<file path="src/logic/ccss_pkg.sv">
// Constants and types for the CPU clock source select block
package ccss_pkg;

  // ----------------------------------------------------------------
  // Register addresses
  // ----------------------------------------------------------------
  localparam logic [15:0] CCSS_ADDR_RING_MODE  = 16'hFFA0; // Ring oscillator mode
  localparam logic [15:0] CCSS_ADDR_MAIN_MODE  = 16'hFFA1; // Main clock source mode
  localparam logic [15:0] CCSS_ADDR_MAIN_OSC   = 16'hFFA2; // Main oscillator control
  localparam logic [15:0] CCSS_ADDR_PROC_CLK   = 16'hFFFB; // Processor clock control

  // ----------------------------------------------------------------
  // Field positions
  // ----------------------------------------------------------------
  localparam int CCSS_PROC_CRYSTAL_STOP = 7;  // Crystal stop bit
  localparam int CCSS_PROC_FEEDBACK_OFF = 6;  // Feedback resistor off
  localparam int CCSS_PROC_SUB_STATUS   = 5;  // Subsystem active status
  localparam int CCSS_PROC_SUB_SELECT   = 4;  // Subsystem select
  localparam int CCSS_PROC_FIXED_ZERO   = 3;  // Must be written 0
  localparam int CCSS_RING_STOP_POS     = 0;  // Ring stop bit
  localparam int CCSS_MAIN_STATUS_POS   = 1;  // Main source status
  localparam int CCSS_MAIN_SELECT_POS   = 0;  // Main source select
  localparam int CCSS_OSC_CRYSTAL_STOP  = 7;  // Crystal stop from ring

  // ----------------------------------------------------------------
  // Reset values and divider codes
  // ----------------------------------------------------------------
  localparam logic [7:0] CCSS_REG_RESET     = 8'h00; // All four registers
  localparam logic [2:0] CCSS_DIV_MAX_CODE  = 3'h4;  // Main clock divided by 16
  localparam logic [2:0] CCSS_DIV_SUB_CODE  = 3'h0;  // Only code legal with subsystem

  // ----------------------------------------------------------------
  // Timing: clock gated off around a source or divider switch
  // ----------------------------------------------------------------
  localparam int CCSS_CLK_PERIOD_NS  = 40;   // 25 MHz
  localparam int CCSS_GATE_TIME_NS   = 200;  // Least quiet time per switch phase
  localparam int CCSS_GATE_CYCLES    =
    (CCSS_GATE_TIME_NS + CCSS_CLK_PERIOD_NS - 1) / CCSS_CLK_PERIOD_NS;
  localparam logic [3:0] CCSS_GATE_LAST = 4'(CCSS_GATE_CYCLES - 1); // Counter end

  // ----------------------------------------------------------------
  // Switch sequencer states
  // ----------------------------------------------------------------
  typedef enum logic [1:0] {
    CCSS_IDLE,
    CCSS_GATE_OFF,
    CCSS_GATE_ON
  } ccss_state_t;

endpackage

</file>
<file path="src/logic/ccss_clock_select.sv">
// CPU clock source and divider selection with oscillator stop control
`timescale 1ns/1ps
// Behaviour
// (RQ1) Reset clears processor clock control to zero
// (RQ2) Bit 7 set stops the crystal
// (RQ3) Bit 6 set disconnects subsystem feedback resistor
// (RQ4) Software sets bit 6 only without subsystem
// (RQ5) Bit 5 reads one while on subsystem
// (RQ6) Divider codes select div1..16 or subsystem/2
// (RQ7) Software always writes zero to bit 3
// (RQ8) Leave subsystem only with main status/select high
// (RQ9) On ring clock, processor stop bit ignored
// (RQ10) On subsystem, oscillator control stop bit ignored
// (RQ11) Software avoids stop instruction on ring/subsystem
// (RQ12) Ring mode bit 0 stops ring oscillator
// (RQ13) Ring stop needs stoppable option, non-ring source
// (RQ14) Software checks main status before ring stop
// (RQ15) Main select: 0 ring, 1 crystal
// (RQ16) Main status reports actual main source
// (RQ17) Software stops peripherals before crystal-to-ring switch
// (RQ18) Oscillator control stop acts only on ring
// (RQ19) Software checks main status before oscillator stop
// (RQ20) Setting a crystal stop bit clears stabilisation status
// (RQ21) Glitch-free switch; status follows actual source
module ccss_clock_select (
  input  wire logic        clk,                  // 25 MHz system clock
  input  wire logic        rst_n,                // Synchronous reset, active low
  input  wire logic [15:0] sfr_addr,             // Register address
  input  wire logic [7:0]  sfr_wdata,            // Write data
  input  wire logic        sfr_we,               // Write strobe
  input  wire logic        sfr_re,               // Read strobe
  input  wire logic        ring_stoppable_pin,   // Option strap, asynchronous
  output logic      [7:0]  sfr_rdata,            // Read data, one cycle after strobe
  output logic             crystal_enable,       // Crystal oscillator runs
  output logic             ring_enable,          // Ring oscillator runs
  output logic             feedback_resistor_on, // Subsystem feedback resistor used
  output logic             cpu_clk_gate,         // CPU clock passes when high
  output logic             cpu_src_sub,          // Active source is subsystem
  output logic             cpu_src_xtal,         // Active main source is crystal
  output logic      [2:0]  cpu_div_code,         // Active divider code
  output logic             stab_clear            // Pulse: clear stabilisation status
);
  import ccss_pkg::*;

  // ----------------------------------------------------------------
  // Register state
  // ----------------------------------------------------------------
  logic       crystal_stop_bit;        // Processor clock bit 7
  logic       feedback_resistor_off;   // Processor clock bit 6
  logic       subsystem_select;        // Processor clock bit 4
  logic [2:0] divider_code;            // Processor clock bits 2..0
  logic       ring_stop_bit;           // Ring mode bit 0
  logic       main_source_select;      // Main mode bit 0
  logic       crystal_stop_from_ring;  // Oscillator control bit 7
  logic       subsystem_active_status; // Read-only, follows active source
  logic       main_source_status;      // Read-only, follows active source
  logic       strap_meta;              // Strap synchroniser, first stage
  logic       ring_stoppable;          // Strap synchroniser, second stage
  ccss_state_t state;                  // Switch sequencer
  logic [3:0]  gate_cnt;               // Cycles in current phase

  logic       wr_proc;                 // Write to processor clock control
  logic       wr_ring;                 // Write to ring mode
  logic       wr_main;                 // Write to main mode
  logic       wr_osc;                  // Write to oscillator control
  logic       req_legal;               // Requested selection is allowed
  logic       req_differs;             // Requested selection not yet active

  assign wr_proc = sfr_we && (sfr_addr == CCSS_ADDR_PROC_CLK);
  assign wr_ring = sfr_we && (sfr_addr == CCSS_ADDR_RING_MODE);
  assign wr_main = sfr_we && (sfr_addr == CCSS_ADDR_MAIN_MODE);
  assign wr_osc  = sfr_we && (sfr_addr == CCSS_ADDR_MAIN_OSC);

  // Subsystem only with code 000, main clock up to code 100
  assign req_legal   = subsystem_select ? (divider_code == CCSS_DIV_SUB_CODE)
                                        : (divider_code <= CCSS_DIV_MAX_CODE); // [RQ6]
  assign req_differs = (subsystem_select != cpu_src_sub) ||
                       (main_source_select != cpu_src_xtal) ||
                       (divider_code != cpu_div_code);

  // ----------------------------------------------------------------
  // Strap synchroniser
  // ----------------------------------------------------------------
  // Two flops before the option strap is used
  always_ff @(posedge clk) begin
    if (!rst_n) begin
      strap_meta     <= 1'b0;
      ring_stoppable <= 1'b0;
    end else begin
      strap_meta     <= ring_stoppable_pin;
      ring_stoppable <= strap_meta;
    end
  end

  // ----------------------------------------------------------------
  // Writable registers
  // ----------------------------------------------------------------
  // Processor clock control; bit 3 and bit 5 are not stored
  always_ff @(posedge clk) begin
    if (!rst_n) begin
      crystal_stop_bit      <= CCSS_REG_RESET[CCSS_PROC_CRYSTAL_STOP]; // [RQ1]
      feedback_resistor_off <= CCSS_REG_RESET[CCSS_PROC_FEEDBACK_OFF]; // [RQ1]
      subsystem_select      <= CCSS_REG_RESET[CCSS_PROC_SUB_SELECT];   // [RQ1]
      divider_code          <= CCSS_REG_RESET[2:0];                    // [RQ1]
    end else if (wr_proc) begin
      crystal_stop_bit      <= sfr_wdata[CCSS_PROC_CRYSTAL_STOP];
      feedback_resistor_off <= sfr_wdata[CCSS_PROC_FEEDBACK_OFF];
      subsystem_select      <= sfr_wdata[CCSS_PROC_SUB_SELECT];
      divider_code          <= sfr_wdata[2:0];
    end
  end

  // Ring mode, main mode and oscillator control
  always_ff @(posedge clk) begin
    if (!rst_n) begin
      ring_stop_bit          <= CCSS_REG_RESET[CCSS_RING_STOP_POS];
      main_source_select     <= CCSS_REG_RESET[CCSS_MAIN_SELECT_POS];
      crystal_stop_from_ring <= CCSS_REG_RESET[CCSS_OSC_CRYSTAL_STOP];
    end else begin
      if (wr_ring) begin
        ring_stop_bit <= sfr_wdata[CCSS_RING_STOP_POS];
      end
      if (wr_main) begin
        main_source_select <= sfr_wdata[CCSS_MAIN_SELECT_POS];
      end
      if (wr_osc) begin
        crystal_stop_from_ring <= sfr_wdata[CCSS_OSC_CRYSTAL_STOP];
      end
    end
  end

  // ----------------------------------------------------------------
  // Read path
  // ----------------------------------------------------------------
  // Registered read data, zero for unmapped addresses
  always_ff @(posedge clk) begin
    if (!rst_n) begin
      sfr_rdata <= 8'h00;
    end else if (sfr_re) begin
      unique case (sfr_addr)
        CCSS_ADDR_PROC_CLK:  sfr_rdata <= {crystal_stop_bit, feedback_resistor_off,
                                           subsystem_active_status, subsystem_select,
                                           1'b0, divider_code};                 // [RQ5]
        CCSS_ADDR_RING_MODE: sfr_rdata <= {7'h00, ring_stop_bit};
        CCSS_ADDR_MAIN_MODE: sfr_rdata <= {6'h00, main_source_status,
                                           main_source_select};                 // [RQ16]
        CCSS_ADDR_MAIN_OSC:  sfr_rdata <= {crystal_stop_from_ring, 7'h00};
        default:             sfr_rdata <= 8'h00;
      endcase
    end
  end

  // ----------------------------------------------------------------
  // Glitch-free switch sequencer
  // ----------------------------------------------------------------
  // Gate off, hold quiet, change source, hold quiet, gate on
  always_ff @(posedge clk) begin
    if (!rst_n) begin
      state        <= CCSS_IDLE;
      gate_cnt     <= 4'h0;
      cpu_clk_gate <= 1'b1;
      cpu_src_sub  <= 1'b0;
      cpu_src_xtal <= 1'b0;
      cpu_div_code <= 3'h0;
    end else begin
      unique case (state)
        CCSS_IDLE: begin
          if (req_legal && req_differs) begin
            state        <= CCSS_GATE_OFF;
            gate_cnt     <= 4'h0;
            cpu_clk_gate <= 1'b0;                                               // [RQ21]
          end
        end
        CCSS_GATE_OFF: begin
          if (gate_cnt == CCSS_GATE_LAST) begin
            state        <= CCSS_GATE_ON;
            gate_cnt     <= 4'h0;
            cpu_src_sub  <= subsystem_select;                                   // [RQ6]
            cpu_src_xtal <= main_source_select;                                 // [RQ15]
            cpu_div_code <= divider_code;                                       // [RQ6]
          end else begin
            gate_cnt <= gate_cnt + 4'h1;
          end
        end
        CCSS_GATE_ON: begin
          if (gate_cnt == CCSS_GATE_LAST) begin
            state        <= CCSS_IDLE;
            cpu_clk_gate <= 1'b1;                                               // [RQ21]
          end else begin
            gate_cnt <= gate_cnt + 4'h1;
          end
        end
        default: state <= CCSS_IDLE; // Unused code falls back to idle
      endcase
    end
  end

  // Status bits follow the source once it drives the CPU again
  always_ff @(posedge clk) begin
    if (!rst_n) begin
      subsystem_active_status <= 1'b0;
      main_source_status      <= 1'b0;
    end else if (state == CCSS_GATE_ON && gate_cnt == CCSS_GATE_LAST) begin
      subsystem_active_status <= cpu_src_sub;                                   // [RQ5] [RQ21]
      main_source_status      <= cpu_src_xtal;                                  // [RQ16] [RQ21]
    end
  end

  // ----------------------------------------------------------------
  // Oscillator controls
  // ----------------------------------------------------------------
  // Each crystal stop bit acts only on its own active source; ring stop acts only off the ring
  always_ff @(posedge clk) begin
    if (!rst_n) begin
      crystal_enable       <= 1'b1;
      ring_enable          <= 1'b1;
      feedback_resistor_on <= 1'b1;
    end else begin
      crystal_enable <= !((subsystem_active_status && crystal_stop_bit) ||     // [RQ2] [RQ10]
                          (!subsystem_active_status && !main_source_status &&
                           crystal_stop_from_ring));                           // [RQ9] [RQ18]
      ring_enable <= !(ring_stop_bit && ring_stoppable &&
                       (subsystem_active_status || main_source_status));       // [RQ12] [RQ13]
      feedback_resistor_on <= !feedback_resistor_off;                          // [RQ3]
    end
  end

  // Pulse whenever software writes a crystal stop bit as one
  always_ff @(posedge clk) begin
    if (!rst_n) begin
      stab_clear <= 1'b0;
    end else begin
      stab_clear <= (wr_proc && sfr_wdata[CCSS_PROC_CRYSTAL_STOP]) ||
                    (wr_osc && sfr_wdata[CCSS_OSC_CRYSTAL_STOP]);              // [RQ20]
    end
  end

  // ----------------------------------------------------------------
  // Assertions
  // ----------------------------------------------------------------
  reset_clears_a: assert property (@(posedge clk)                              // [RQ1]
    !rst_n |=> (cpu_div_code == 3'h0 && !cpu_src_sub && crystal_enable))
    else $error("Reset did not select undivided main clock");

  gate_quiet_a: assert property (@(posedge clk) disable iff (!rst_n)           // [RQ21]
    $fell(cpu_clk_gate) |-> !cpu_clk_gate [*5] ##1 !cpu_clk_gate [*5] ##1 cpu_clk_gate)
    else $error("Clock gate quiet period wrong");

  src_change_gated_a: assert property (@(posedge clk) disable iff (!rst_n)     // [RQ21]
    ($changed(cpu_div_code) || $changed(cpu_src_sub) || $changed(cpu_src_xtal))
      |-> !cpu_clk_gate)
    else $error("Source changed while clock passing");

  status_follows_a: assert property (@(posedge clk) disable iff (!rst_n)       // [RQ16]
    $rose(cpu_clk_gate) |-> main_source_status == cpu_src_xtal
                            && subsystem_active_status == cpu_src_sub)
    else $error("Status not updated when gate reopened");

  sub_status_read_a: assert property (@(posedge clk) disable iff (!rst_n)      // [RQ5]
    (sfr_re && sfr_addr == CCSS_ADDR_PROC_CLK)
      |=> sfr_rdata[CCSS_PROC_SUB_STATUS] == $past(subsystem_active_status)
          && !sfr_rdata[CCSS_PROC_FIXED_ZERO])
    else $error("Processor clock read wrong");

  crystal_sub_stop_a: assert property (@(posedge clk) disable iff (!rst_n)     // [RQ10]
    (subsystem_active_status && crystal_stop_from_ring && !crystal_stop_bit)
      |=> crystal_enable)
    else $error("Oscillator control stopped crystal on subsystem");

  crystal_ring_stop_a: assert property (@(posedge clk) disable iff (!rst_n)    // [RQ9]
    (!subsystem_active_status && !main_source_status && crystal_stop_bit
     && !crystal_stop_from_ring) |=> crystal_enable)
    else $error("Processor stop bit acted on ring clock");

  ring_stop_a: assert property (@(posedge clk) disable iff (!rst_n)            // [RQ13]
    (ring_stop_bit && ring_stoppable && main_source_status && !subsystem_active_status)
      |=> !ring_enable)
    else $error("Ring oscillator not stopped");

  ring_keep_a: assert property (@(posedge clk) disable iff (!rst_n)            // [RQ13]
    (!subsystem_active_status && !main_source_status) |=> ring_enable)
    else $error("Ring stopped while driving CPU");

  stab_pulse_a: assert property (@(posedge clk) disable iff (!rst_n)           // [RQ20]
    ((wr_osc && sfr_wdata[CCSS_OSC_CRYSTAL_STOP]) ||
     (wr_proc && sfr_wdata[CCSS_PROC_CRYSTAL_STOP])) |=> stab_clear)
    else $error("Stabilisation clear pulse missing");

  feedback_off_a: assert property (@(posedge clk) disable iff (!rst_n)         // [RQ3]
    (wr_proc && sfr_wdata[CCSS_PROC_FEEDBACK_OFF]) |=> ##1 !feedback_resistor_on)
    else $error("Feedback resistor not disconnected");

endmodule

</file>
<file path="config.mk">
export PLATFORM = sky130hd
export DESIGN_NAME = ccss_clock_select
export DESIGN_NICKNAME = d
export VERILOG_FILES = /design/src/logic/ccss_pkg.sv /design/src/logic/ccss_clock_select.sv
export SDC_FILE = /design/constraint.sdc
export NUM_CORES = 1
export LEC_CHECK = 0
export BUFFER_PORTS_ARGS = -buffer_cell sky130_fd_sc_hd__buf_2
export CORE_ASPECT_RATIO = 1.5
export CORE_MARGIN = 2
export CORE_UTILIZATION = 50
export DETAILED_ROUTE_END_ITERATION = 16
export PLACE_DENSITY = 0.83
export RECOVER_POWER = 25
export SLEW_MARGIN = 0
export SYNTH_ARGS = -nofsm -noshare
export SYNTH_HDL_FRONTEND = slang
export SYNTH_SLANG_ARGS = --single-unit
export TNS_END_PERCENT = 5
</file>
<file path="constraint.sdc">
create_clock -name clk -period 2.5 [get_ports clk]
set_input_delay 0 -clock clk [delete_from_list [all_inputs] [get_ports clk]]
set_output_delay 0 -clock clk [all_outputs]
set_load 0.01 [all_outputs]
</file>
=== Word-level counts from Yosys, hierarchy flattened ===
Index checks and enable logic that the tools add are counted.

* Shift-type cells: 0
* $add $sub $neg: 1
* Multipliers: 0
* Bitwise logic cells: 0
* Divide/modulo/power cells: 0
* Equality and inequality tests: 14
* Reduce and logical (&&, ||, !) cells: 31
* $lt $le $gt $ge: 1
* Muxes and demuxes: 13

{| class="wikitable"
|+ Operator list
! cell !! number
|-
| equality test 16 bit (second input constant) || 4
|-
| case mux 8 bit (4 select lines) || 1
|-
| logical AND 1 bit || 13
|-
| two-way mux 4 bit || 3
|-
| case mux 4 bit (3 select lines) || 1
|-
| AND reduction 3 bit || 3
|-
| inequality test 2 bit (second input constant) || 4
|-
| two-way mux 2 bit || 3
|-
| case mux 2 bit (3 select lines) || 1
|-
| logical NOT 1 bit || 5
|-
| logical OR 1 bit || 5
|-
| adder 4 x 1 -> 4 bit (second input constant) || 1
|-
| equality test 4 x 3 -> 1 bit (second input constant) || 1
|-
| less-or-equal comparator 3 bit (second input constant) || 1
|-
| logical NOT 3 bit || 1
|-
| two-way mux 1 bit || 3
|-
| inequality test 3 bit || 1
|-
| nonzero test 3 bit || 1
|-
| equality test 2 x 1 -> 1 bit (second input constant) || 1
|-
| equality test 2 bit (second input constant) || 1
|-
| logical NOT 2 bit || 1
|-
| inequality test 1 bit || 2
|-
| case mux 1 bit (2 select lines) || 1
|-
| AND reduction 2 bit || 1
|-
| nonzero test 2 bit || 1
|}

* Output and inout bits: 18
* Bits in registers: 37
* ROM bits: 0
* RAM bits: 0
* Memories: 0
* Latch bits: 0

=== Logic depth before layout (Yosys ltp) ===
* Depth in word-level cells: 6
* Mapped depth: 8

=== Worst setup path after synthesis ===
OpenSTA, ideal clock, no wires.

* Path kind: flip-flop to flip-flop
* From: reg state[1]
* To: reg gate_cnt[1]
* Arrival time: 1.583 ns
* Setup time: 0.071 ns
* Stages on the path, launching flop included: 8
* Slack: 0.847 ns
* Path buffers: 1
* Period minus slack after synthesis: 1.653 ns
* Cells stage by stage: dfxtp_1 inv_1 ha_1 buf_2 a21oi_1 or2b_1 or4_1 a21oi_1

* Word-level cells in the longest chain between the ends: 3
* Elaborated cells between the ends (all ways): 8
* Those cells by class: eq/ne (4); mux (1); reduce/logical (3)

{| class="wikitable"
|+ Ends and longest elaborated chain
! element !! line !! RTL
|-
| from (decl) || ccss_clock_select.sv:59 || <nowiki>ccss_state_t state;</nowiki>
|-
| from (signal assigned) || ccss_clock_select.sv:159 || <nowiki>state <= CCSS_IDLE;</nowiki>
|-
| from (signal assigned) || ccss_clock_select.sv:169 || <nowiki>state <= CCSS_GATE_OFF;</nowiki>
|-
| from (signal assigned) || ccss_clock_select.sv:176 || <nowiki>state <= CCSS_GATE_ON;</nowiki>
|-
| equality test 2 bit, or another cell as far along || ccss_clock_select.sv:166 || <nowiki>unique case (state)</nowiki>
|-
| inequality test 2 bit (no line) / nonzero test 3 bit (equally long branches) || -- ||
|-
| AND reduction 3 bit (no line) || -- ||
|-
| to (signal assigned) || ccss_clock_select.sv:182 || <nowiki>gate_cnt <= gate_cnt + 4'h1;</nowiki>
|-
| to (signal assigned) || ccss_clock_select.sv:190 || <nowiki>gate_cnt <= gate_cnt + 4'h1;</nowiki>
|-
| to (decl) || ccss_clock_select.sv:60 || <nowiki>logic [3:0] gate_cnt;</nowiki>
|}

Several ways; a longest one is shown, not always the timed one.
A chain may end at the register's enable or synchronous reset.

=== Worst setup path in the final report ===
* From: reg gate_cnt[0]
* To: reg gate_cnt[3]

* Word-level cells in the longest chain between the ends: 3
* Elaborated cells between the ends (all ways): 7
* Those cells by class: add/sub (1); eq/ne (2); mux (3); reduce/logical (1)

{| class="wikitable"
|+ Ends and longest elaborated chain
! element !! line !! RTL
|-
| adder 4 x 1 -> 4 bit / equality test 4 x 3 -> 1 bit (equally long branches) || -- ||
|-
| two-way mux 4 bit, or another cell as far along || ccss_clock_select.sv:186 || <nowiki>if (gate_cnt == CCSS_GATE_LAST) begin</nowiki>
|-
| case mux 4 bit (3 select lines) / AND reduction 3 bit (equally long branches) || -- ||
|}

Several ways; a longest one is shown, not always the timed one. The select of a mux whose other input is x is not followed.

==> impl_metrics.json <==
{
  "status": "complete, no violations",
  "synth.distinct_cells": 48,
  "start_util_pct": 51.4,
  "timing.final.ws_setup_ns": 0.464,
  "ctsResizeCount": 0,
  "critical_path_depth": 7,
  "clock_latency_ns": 0.30,
  "fin_area_mm2": 0.00212,
  "synth-simple-area-share_pct": 27.7,
  "drtIter0Drc": 43,
  "drive_gt1_share_pct": 18.1,
  "synthCells": 210,
  "tns_ns": 0,
  "r2r_cells": 7,
  "hp-start": "rst_n",
  "cts_tree": "done",
  "grt.total_usage_pct": 23.1,
  "dp_cells": 286,
  "multiInputGateArea_um2": 941,
  "end_kind": "register",
  "rr_startpoint": "gate_cnt[0]",
  "place_ws_ns": 0.493,
  "dr.pass1.iters": 4,
  "avgSynthCellArea_um2": 8.28,
  "num-fill-cells": 325,
  "synth-async-reset-ratio_pct": 0,
  "gp_congestion": 0.892,
  "crit_slowest_cell": "o311ai_0",
  "wire_per_inst_um": 13.8,
  "synth_top_family_by_area": "simple AND/OR/NAND/NOR gates",
  "max_freq_ghz": 0.491,
  "die_w_um": 52.2,
  "place_hpwl_um": 3020,
  "crit_arrival_ns": 2.20,
  "synth.most_common_cell": "dfxtp_1",
  "synth_top_area_share_pct": 41.4,
  "regArea_um2": 721,
  "reg2reg_to": "gate_cnt[3]",
  "endpoint": "gate_cnt[3]",
  "row_count": 26,
  "antenna_found_initial": 0,
  "syn_nets": 245,
  "hp-class": "input port to register",
  "cts_max_path_buffers": 2,
  "syn_area_mm2": 0.00174,
  "ant_nets": 0,
  "yosys.area.top_type": "dfxtp_1",
  "crit_family": "compound AO/OA/AOI/OAI gates",
  "vias": 1700,
  "whs_ns": 0.0282,
  "yosysWarnings": 0,
  "grt_pass1_vias": 1675,
  "final_nets": 293,
  "cap_violations": 0,
  "portBuffers": 43,
  "path_buf_inv": 1,
  "rrSetupSlack_ns": 0.46,
  "drc": 0,
  "cts_buffers": 5,
  "synth_xor_area_share_pct": 2.52,
  "synth_compound_area_share_pct": 17.0,
  "die_height_um": 76.2,
  "io_pins": 47,
  "grt_pass1_wl_um": 7070,
  "area_growth_pct": 22.0,
  "die_area_mm2": 0.00398,
  "antenna-diode-count": 0,
  "synth_mux_area_share_pct": 2.37,
  "synth_fa_ha_area_share_pct": 4.32,
  "post-route-period-util_pct": 81.5,
  "grt.overflow.total": 0,
  "via_per_inst": 5.65,
  "path_class": "register to register",
  "crit_chain": "inv_1 > ha_1 > and3b_1 > a21oi_1 > o31ai_1 > o311ai_0 > o41ai_1",
  "setup_viol": 0,
  "tightestPinTransition_ns": 0.620,
  "htree_levels": 2,
  "crit_path_start": "gate_cnt[0]",
  "rsz0062_at_grt": "no",
  "ys_seq_elements": 36,
  "finClkSkew_ns": 0.00783,
  "peakVddDrop_mv": 0.553,
  "powerDensity_mw_per_mm2": 509,
  "worst_setup_path_start_kind": "register",
  "coreArea_mm2": 0.00338,
  "routed_wl_um": 4150,
  "clkTransAtPathRegs_ns": 0.08,
  "finalNonFillerCells": 301,
  "slew_violations": 0,
  "cp_max_fo": 11,
  "cp.required_ns": 2.66,
  "slew_headroom_pct": 58.5,
  "synth_edf_count": 0,
  "synth.area.top_cells": "dfxtp_1 (41%), a21oi_1 (6.6%), nand3_1 (6.0%), nand2_1 (4.5%), ha_1 (4.3%)",
  "synthFlopType": "dfxtp_1",
  "p_leak_uw": 0.000819,
  "cp_slowest_stage_delay_ns": 0.39,
  "cts_sinks": 36,
  "root_buffer": "clkbuf_8",
  "synth_common_cells": "dfxtp_1 (36), a21oi_1 (23), nand2_1 (21), nand3_1 (21), nor2_1 (13)",
  "ys_seq_area_share_pct": 41.4,
  "place_area_mm2": 0.00197,
  "grt_max_degree": 20,
  "hold_viol": 0,
  "finalCriticalPeriod_ns": 2.04
}
[cells in the final DEF, fill, tap and decap left out, types with 5 or more instances in the layout]
| cell type | instances |
|---|---|
| nand2_1 | 21 |
| clkbuf_8 | 5 |
| dlygate4sd3_1 | 7 |
| nor2_1 | 13 |
| buf_2 | 34 |
| clkbuf_1 | 9 |
| nand4_1 | 6 |
| nand2b_1 | 6 |
| xor2_1 | 5 |
| dfxtp_1 | 36 |
| inv_1 | 8 |
| a21oi_1 | 23 |
| nand3_1 | 21 |
| ha_1 | 6 |
| o21ai_0 | 7 |
[worst min path at each step]
stage	endpoint	slack [ns]	cells after the start
global placement	strap_meta	0.21	2
detailed placement	strap_meta	0.21	2
global route	feedback_resistor_on	0.04	2
floorplan	stab_clear	0.13	2
finish	crystal_enable	0.03	2
CTS	crystal_enable	0.02	2
[timing repair]
action                    in CTS  in global routing
hold buffers                   7                  0
setup buffers                  0                  0
hold endpoints to repair      10                  0
[routing by layer]
metal / vias to the layer above / global-route usage (%) / wire length [um]
met5: - / 0 / 0
met4: 0 / 13.3 / 131
met3: 13 / 5.29 / 167
met2: 49 / 40.9 / 2210
met1: 799 / 23.7 / 1640
li1: 839 / - / -
[power breakdown]
group	switching, uW	total, uW	internal (uW)
logic	37.7	73.0	35.3
registers	4.45	584	579
clock network	227	424	197
[logic make-up (layout without fill, tap and decap cells)]
family                   after synthesis  after routing
XOR/XNOR                               5              5
adder cells (fa/ha/maj)                6              6
other                                  1              1
multiplexers                           4              4
AO/OA/AOI/OAI                         48             48
buffers and inverters                 19             68
AND/OR/NAND/NOR                       91             91
flip-flops                            36             36
[sequential cells by signal, indices dropped and copies added (netlist names)]
name	cells
cpu_clk_gate	1
cpu_div_code	3
cpu_src_sub	1
cpu_src_xtal	1
crystal_enable	1
crystal_stop_bit	1
crystal_stop_from_ring	1
divider_code	3
feedback_resistor_off	1
feedback_resistor_on	1
gate_cnt	4
main_source_select	1
main_source_status	1
ring_enable	1
ring_stop_bit	1
ring_stoppable	1
sfr_rdata	7
stab_clear	1
state	2
strap_meta	1
subsystem_active_status	1
subsystem_select	1
[layout make-up]
class                      instances  share of cell area [%]
clock buffer                       5                    3.24
clock inverter                     3                    1.12
inverter                           9                    1.59
multi-input combinational        155                    44.3
sequential                        36                    34.0
tap                               42                    2.48
timing repair buffer              51                    13.3
[through the flow]
step	power, uW	util, %
2_1_floorplan	626	-
3_3_place_gp	661	58.2
3_5_place_dp	662	58.2
4_1_cts	1090	63.1
5_1_grt	1120	62.7
6_report	1080	62.7
[worst reg2reg max path, cell delays in order, from the launching register on]
cell	delay, ns
dfxtp_1	0.38
inv_1	0.07
ha_1	0.21
and3b_1	0.29
a21oi_1	0.28
o31ai_1	0.15
o311ai_0	0.39
o41ai_1	0.13
Power figures use the tool's default switching activity.
